[config.mk]
export PLATFORM = sky130hd
export DESIGN_NAME = cpsr_core
export DESIGN_NICKNAME = d
export VERILOG_FILES = /design/src/hdl/cpsr_core.v /design/src/hdl/cpsr_flag_calc.v
export VERILOG_INCLUDE_DIRS = /design/src /design/src/hdl
export SDC_FILE = /design/constraint.sdc
export NUM_CORES = 1
export LEC_CHECK = 0
export BUFFER_PORTS_ARGS = -buffer_cell sky130_fd_sc_hd__buf_2
export CAP_MARGIN = 30
export CORE_AREA = 4 4 125 127
export CTS_CLUSTER_SIZE = 20
export DETAILED_ROUTE_END_ITERATION = 7
export DIE_AREA = 0 0 129 131
export GPL_TIMING_DRIVEN = 0
export HOLD_SLACK_MARGIN = 0.12
export PLACE_DENSITY = 0.61
export SYNTH_ARGS = -nofsm -noshare
export SYNTH_HDL_FRONTEND = slang
export SYNTH_SLANG_ARGS = --single-unit
export TNS_END_PERCENT = 20
[constraint.sdc]
create_clock -name mclk_i -period 3.84 [get_ports mclk_i]
set_input_delay 0.192 -clock mclk_i [delete_from_list [all_inputs] [get_ports mclk_i]]
set_output_delay 0.192 -clock mclk_i [all_outputs]
set_load 0.1 [all_outputs]
[src/hdl/cpsr_defs.vh]
`ifndef CPSR_DEFS_VH
`define CPSR_DEFS_VH
// stack pointer reset value
`define CPSR_SP_RESET 8'h01
// flag word reset value
`define CPSR_FLAG_RESET 8'h00
// flag word bit positions
`define CPSR_BIT_CARRY 7
`define CPSR_BIT_NEG 6
`define CPSR_BIT_ZERO 5
`define CPSR_BIT_OVF 4
`define CPSR_BIT_IE2 3
`define CPSR_BIT_IE1 2
// reset vector addresses
`define CPSR_VEC_HI 16'h7ffe
`define CPSR_VEC_LO 16'h7fff
// register file addresses of registers a and b
`define CPSR_REG_A 8'h00
`define CPSR_REG_B 8'h01
// highest stack address on small-ram parts
`define CPSR_SMALL_TOP 8'h7f
// flag update classes
`define CPSR_V_NONE 2'd0
`define CPSR_V_ADD 2'd1
`define CPSR_V_SUB 2'd2
`define CPSR_V_DIV 2'd3
`endif

[src/hdl/cpsr_core.v]
`timescale 1ns/1ns
`default_nettype none
`include "cpsr_defs.vh"
module cpsr_core #(
    // nonzero for parts with only 128 bytes of ram
    parameter SMALL_RAM = 0
) (
    input wire mclk_i,
    input wire rst_i,
    // stack operations from the sequencer
    input wire push_i,
    input wire pop_i,
    input wire [7:0] push_data_i,
    // pointer transfer with register b
    input wire load_stack_pointer_op_i,
    input wire store_stack_pointer_op_i,
    input wire [7:0] reg_b_i,
    // flag updates
    input wire flag_update_i,
    input wire carry_update_i,
    input wire [7:0] alu_result_i,
    input wire alu_carry_i,
    input wire src_msb_i,
    input wire dst_msb_i,
    input wire [1:0] vclass_i,
    input wire [7:0] divisor_i,
    input wire [7:0] accum_i,
    input wire load_flag_word_op_i,
    input wire [7:0] flag_imm_i,
    input wire set_carry_op_i,
    input wire clear_carry_op_i,
    input wire irq_ack_i,
    input wire interrupt_return_op_i,
    // raw interrupt requests per level
    input wire irq_lvl1_req_i,
    input wire irq_lvl2_req_i,
    // fetch pointer control
    input wire fp_load_i,
    input wire [15:0] fp_value_i,
    input wire fp_inc_i,
    // register file read data
    input wire [7:0] mem_rdata_i,
    // register file port
    output reg mem_we_o,
    output reg mem_re_o,
    output reg [15:0] mem_addr_o,
    output reg [7:0] mem_wdata_o,
    // visible state
    output reg [7:0] stack_pointer_o,
    output reg [7:0] flag_word_o,
    output reg [15:0] next_fetch_pointer_o,
    output reg [7:0] pop_data_o,
    output reg pop_valid_o,
    output reg store_b_we_o,
    output reg [7:0] store_b_data_o,
    output reg irq_lvl1_o,
    output reg irq_lvl2_o,
    output reg busy_o
);
    // one-hot states
    localparam ST_CLR_A = 7'b0000001;
    localparam ST_CLR_B = 7'b0000010;
    localparam ST_VEC_HI = 7'b0000100;
    localparam ST_VEC_LO = 7'b0001000;
    localparam ST_RUN = 7'b0010000;
    localparam ST_POP = 7'b0100000;
    localparam ST_RTI = 7'b1000000;

    reg [6:0] state_r;
    // pointer is eight bits
    // aliases for the register outputs
    wire [7:0] sp = stack_pointer_o;
    wire [7:0] fw = flag_word_o;
    // incremented pointer, wraps naturally at 8 bits
    wire [7:0] sp_inc = sp + 8'h01;
    wire [3:0] calc_flags;

    // small ram: a push target above 7f has no storage
    function stack_ok;
        input [7:0] addr;
        begin
            stack_ok = (SMALL_RAM == 0) || (addr <= `CPSR_SMALL_TOP);
        end
    endfunction

    cpsr_flag_calc u_calc (
        .result_i(alu_result_i),
        .carry_i(alu_carry_i),
        .src_msb_i(src_msb_i),
        .dst_msb_i(dst_msb_i),
        .vclass_i(vclass_i),
        .divisor_i(divisor_i),
        .accum_i(accum_i),
        .flags_o(calc_flags)
    );

    // main sequencer: reset walk, stack, flags, fetch pointer
    always @(posedge mclk_i or posedge rst_i) begin
        if (rst_i) begin
            state_r <= ST_CLR_A;
            stack_pointer_o <= `CPSR_SP_RESET;
            flag_word_o <= `CPSR_FLAG_RESET;
            next_fetch_pointer_o <= 16'h0000;
            mem_we_o <= 1'b0;
            mem_re_o <= 1'b0;
            mem_addr_o <= 16'h0000;
            mem_wdata_o <= 8'h00;
            pop_data_o <= 8'h00;
            pop_valid_o <= 1'b0;
            store_b_we_o <= 1'b0;
            store_b_data_o <= 8'h00;
            busy_o <= 1'b1;
        end else begin
            // strobes default low
            mem_we_o <= 1'b0;
            mem_re_o <= 1'b0;
            pop_valid_o <= 1'b0;
            store_b_we_o <= 1'b0;
            case (state_r)
                ST_CLR_A: begin
                    mem_we_o <= 1'b1;
                    mem_addr_o <= {8'h00, `CPSR_REG_A};
                    mem_wdata_o <= 8'h00;
                    state_r <= ST_CLR_B;
                end
                ST_CLR_B: begin
                    mem_we_o <= 1'b1;
                    mem_addr_o <= {8'h00, `CPSR_REG_B};
                    mem_wdata_o <= 8'h00;
                    state_r <= ST_VEC_HI;
                end
                ST_VEC_HI: begin
                    mem_re_o <= 1'b1;
                    mem_addr_o <= `CPSR_VEC_HI;
                    state_r <= ST_VEC_LO;
                end
                ST_VEC_LO: begin
                    // read data for the upper byte returns this cycle
                    mem_re_o <= 1'b1;
                    mem_addr_o <= `CPSR_VEC_LO;
                    next_fetch_pointer_o[15:8] <= mem_rdata_i;
                    state_r <= ST_POP;
                    busy_o <= 1'b1;
                end
                ST_POP, ST_RTI: begin
                    // pop read data is back: a reset-walk lower byte, a pop or an interrupt return
                    if (busy_o) begin
                        next_fetch_pointer_o[7:0] <= mem_rdata_i;
                        busy_o <= 1'b0;
                    end else if (state_r == ST_RTI) begin
                        flag_word_o <= mem_rdata_i;
                    end else begin
                        pop_data_o <= mem_rdata_i;
                        pop_valid_o <= 1'b1;
                    end
                    if (!busy_o) begin
                        stack_pointer_o <= sp - 8'h01;
                    end
                    state_r <= ST_RUN;
                end
                default: begin
                    // fetch pointer advance or load
                    if (fp_load_i) begin
                        next_fetch_pointer_o <= fp_value_i;
                    end else if (fp_inc_i) begin
                        next_fetch_pointer_o <= next_fetch_pointer_o + 16'h0001;
                    end
                    if (irq_ack_i) begin
                        stack_pointer_o <= sp_inc;
                        mem_we_o <= stack_ok(sp_inc);
                        mem_addr_o <= {8'h00, sp_inc};
                        mem_wdata_o <= fw;
                        flag_word_o <= 8'h00;
                    end else if (interrupt_return_op_i || pop_i) begin
                        mem_re_o <= 1'b1;
                        mem_addr_o <= {8'h00, sp};
                        state_r <= interrupt_return_op_i ? ST_RTI : ST_POP;
                    end else if (push_i) begin
                        stack_pointer_o <= sp_inc;
                        mem_we_o <= stack_ok(sp_inc);
                        mem_addr_o <= {8'h00, sp_inc};
                        mem_wdata_o <= push_data_i;
                    end else if (load_stack_pointer_op_i) begin
                        stack_pointer_o <= reg_b_i;
                    end else if (store_stack_pointer_op_i) begin
                        store_b_we_o <= 1'b1;
                        store_b_data_o <= sp;
                    end
                    if (!irq_ack_i) begin
                        if (load_flag_word_op_i) begin
                            flag_word_o <= flag_imm_i;
                        end else if (flag_update_i) begin
                            // flags land in bits 7 to 4
                            flag_word_o[7:4] <= calc_flags;
                        end else if (carry_update_i) begin
                            flag_word_o[`CPSR_BIT_CARRY] <= alu_carry_i;
                        end else if (set_carry_op_i) begin
                            flag_word_o[`CPSR_BIT_CARRY] <= 1'b1;
                        end else if (clear_carry_op_i) begin
                            flag_word_o[`CPSR_BIT_CARRY] <= 1'b0;
                        end
                    end
                end
            endcase
        end
    end

    // gate irq levels by enables, registered
    always @(posedge mclk_i or posedge rst_i) begin
        if (rst_i) begin
            irq_lvl1_o <= 1'b0;
            irq_lvl2_o <= 1'b0;
        end else begin
            irq_lvl1_o <= irq_lvl1_req_i & fw[`CPSR_BIT_IE1];
            irq_lvl2_o <= irq_lvl2_req_i & fw[`CPSR_BIT_IE2];
        end
    end
endmodule // cpsr_core
`default_nettype wire

[src/hdl/cpsr_flag_calc.v]
`timescale 1ns/1ns
`default_nettype none
`include "cpsr_defs.vh"
// combinational condition flag calculator for alu results
module cpsr_flag_calc (
    input wire [7:0] result_i,
    input wire carry_i,
    input wire src_msb_i,
    input wire dst_msb_i,
    input wire [1:0] vclass_i,
    input wire [7:0] divisor_i,
    input wire [7:0] accum_i,
    output reg [3:0] flags_o
);
    // scratch terms
    reg neg;
    reg ovf;
    always @* begin
        neg = result_i[7];
        ovf = 1'b0;
        case (vclass_i)
            `CPSR_V_ADD: begin
                ovf = (carry_i ^ neg) & ~(src_msb_i ^ dst_msb_i);
            end
            `CPSR_V_SUB: begin
                ovf = (carry_i ^ neg) & (src_msb_i ^ dst_msb_i);
            end
            `CPSR_V_DIV: begin
                ovf = (divisor_i <= accum_i);
            end
            default: begin
                ovf = 1'b0;
            end
        endcase
        flags_o = {carry_i, neg, (result_i == 8'h00), ovf};
    end
endmodule // cpsr_flag_calc
`default_nettype wire
==> summary.md <==
| Metric | Value |
|---|---|
| Outcome | `completed` |
| GP Congestion | `0.809` |
| CTS tree | `yes` |
| Critical path class | `flop to flop` |
| DR vias/cell | `5.12` |
| Final hold vios | `0` |
| Unrepaired setup endpoints after global routing | `false` |
| Final ANT Viol Nets | `0` |
| Post-CTS Hold Buffers | `5` |
| Data arrival, critical path | `about 2700 ps` |
| # diodes | `0` |
| Synth-to-Final Area Change | `28.4%` |
| Post-CTS resize count | `0` |
| CP endpoint kind | `flop` |
| Htree depth | `3` |
| Final setup fails | `0` |
| Share of cells above drive strength 1 | `0.324` |
| WHS Path Cells | `3` |
| Clock sink count | `79` |
| DRC viols | `0` |
| Site row count | `44` |
| Core area | `14400 µm²` |
| Synthesized net count | `671` |
| First-pass GRT wire length | `25200 µm` |
| Io pins | `173` |
| Via count | `4789` |
| CP max FO | `10` |
| TNS Setup | `0 ps` |
| Largest net degree at the start of global routing | `between 60 and 70` |
| Number of iterations in the first detailed-routing pass | `5` |
| Layout Skew | `around 11 ps` |
| Avg Synthesized Cell Area | `8.86 µm²` |
| Post-synth EDFFs | `0` |
| Die height | `about 130 µm` |
| Startpoint Class | `flop` |
| Fmax | `418 MHz` |
| Setup bufs post-CTS | `0` |
| Seq cells post-synth | `between 70 and 80` |
| DR WL/cell | `16.9 µm` |
| Final Net Count | `858` |
| CTS Buf Count | `9` |
| WL met2 | `7240 µm` |
| DIE WIDTH | `129 µm` |
| Ys async rst share | `1.00` |
| Yosys warns | `0` |
| Critical Path RT | `~4100 ps` |
| Slew HR | `0.516` |
| Worst-Margin Slew | `721 ps` |
| Top FF cell, synth | `dfrtp_1` |
| Post-DP HPWL | `12200 µm` |
| Vias in the first global route | `roughly 4.7k` |
| Initial antenna violation count | `0` |
| Max Cap Viol | `0` |
| Longest Clk Path Bufs | `2` |
| HP Class | `input port to flop` |
| Reg2Reg Depth | `8` |
| Initial DRC Count | `between 200 and 300` |
| Top Metal Used | `met4` |
| Final min period | `2390 ps` |
| Wl on met1 | `7100 µm` |
| DRT Wirelength | `about 16000 µm` |
| GR Util All Layers | `0.190` |
| Port Buf Inserts | `170` |
| Die Area | `16900 µm²` |
| Max-slew violation count | `0` |
| Total congestion overflow | `0` |
| Reg clk slew, reported paths | `approximately 60 ps` |
| Fin crit share | `0.623` |
| Netlist Area Pre-Place | `4990 µm²` |
| Clock Tree Root | `clkbuf_16` |
| Starting Density | `0.346` |
| Mapped Cells | `approximately 560` |
| Clock insertion delay at the later pin of the skew report | `between 300 and 400 ps` |
| Met3 WL | `1150 µm` |
| Synth unique cells | `between 70 and 80` |
| Register area share after synthesis | `0.397` |
## cells in the final DEF, fill, tap and decap left out, types with 6 or more instances in the layout
cell and instances:
a21boi_0 6, buf_2 183, mux2_4 6, and3_1 7
inv_1 21, nand3_1 20, xor2_1 8, clkbuf_16 9
o211ai_1 9, and2_1 6, nor2b_1 9, a31oi_1 7
ha_1 14, xnor2_1 20, nor4_1 7, dfrtp_1 76
mux2i_1 13, nor3_1 13, buf_4 8, nand2_1 81
clkbuf_1 19, a21oi_1 27, o21ai_0 43, mux2_2 11
nor2_1 38
## synth_stat cells, drive strengths merged (3+ instances only)
cell / instances / share of area
nand2: 81 / 0.061
dfrtp: 76 / 0.38
o21ai: 48 / 0.049
nor2: 39 / 0.030
a21oi: 29 / 0.031
buf: 22 / 0.027
inv: 22 / 0.017
nand3: 20 / 0.020
xnor2: 20 / 0.035
mux2: 18 / 0.045
clkbuf: 17 / 0.013
nor3: 15 / 0.017
ha: 14 / 0.035
mux2i: 13 / 0.026
o211ai: 10 / 0.016
nor2b: 9 / 0.011
xor2: 8 / 0.014
a31oi: 7 / 0.0088
and3: 7 / 0.0088
nor4: 7 / 0.0088
a21boi: 6 / 0.0090
and2: 6 / 0.0075
nand4: 5 / 0.0063
or3: 5 / 0.0073
a22oi: 4 / 0.0060
o22ai: 4 / 0.0050
or2: 4 / 0.0050
a22o: 3 / 0.0053
dfstp: 3 / 0.016
nand2b: 3 / 0.0043
nor3b: 3 / 0.0045
o2bb2ai: 3 / 0.0053
## per-layer routing
layer | global-route usage | vias up
met4 | 0.0624 | 0
met2 | 0.304 | 186
met3 | 0.0370 | 21
li1 | - | 2351
met5 | 0 | -
met1 | 0.259 | 2231
## critical path, cell delays in order (launching register included)
cell and delay [ps]:
dfrtp_1 350, buf_2 170, or3_4 380, a2111oi_4 340, buf_2 340, buf_2 300, nand2_1 160, a21boi_0 150
o2bb2ai_1 130
## sequential cells by signal, summed over array words and instances, names as in the netlist, 7 cells and up
register	count
next_fetch_pointer_o	16
mem_addr_o	9
flag_word_o	8
mem_wdata_o	8
pop_data_o	8
stack_pointer_o	8
store_b_data_o	8
state_r	7
## per-stage QoR
stage	util	std cells	hold slack [ps]	worst slack [ps]	area (µm²)
3_5_place_dp	0.423	918	123	1410	6100
6_report	0.444	936	136	1450	6400
3_3_place_gp	0.421	917	408	488	6070
4_1_cts	0.444	936	123	1400	6400
5_1_grt	0.444	936	147	1200	6400
2_1_floorplan	-	563	297	1300	4990
## logic make-up (layout without fill, tap and decap cells)
family,Yosys count,in the layout,synth area share
xor+xnor,28,28,0.0492
simple gates,213,213,0.210
compound gates,135,135,0.178
other cells,1,1,0.000752
fa+ha+maj,15,15,0.0371
flops,79,79,0.397
buf+inv,61,250,0.0567
mux,31,31,0.0712
## layout make-up
| class | instances | area [µm²] |
|---|---|---|
| clock buffers | 12 | 246 |
| clock inverters | 1 | 7.51 |
| plain buffers | 39 | 200 |
| repair buffers | 176 | 928 |
| well taps | 184 | 230 |
| fillers | 1486 | 8020 |
| flip-flops and latches | 79 | 1980 |
| inverters | 22 | 85.1 |
| multi-input cells | 423 | 2730 |
## worst paths after layout
path                                           start  slack, ps                    endpoint
hold reg to reg            mem_addr_o[4]$_DFFE_PP0P_        470   mem_addr_o[4]$_DFFE_PP0P_
min in group asynchronous                      rst_i        310        irq_lvl2_o$_DFF_PP0_
setup / recovery              state_r[1]$_DFFE_PP0P_       1450  flag_word_o[3]$_DFFE_PP0P_
max in group asynchronous                      rst_i       2910      state_r[0]$_DFFE_PP1P_
hold / removal                        push_data_i[3]        140  mem_wdata_o[3]$_DFFE_PP0P_
setup reg to reg              state_r[1]$_DFFE_PP0P_       1450  flag_word_o[3]$_DFFE_PP0P_
Power is left out: the tool's default activity adds up to more than one toggle a clock period on the data nets, which glitch-free logic cannot reach.
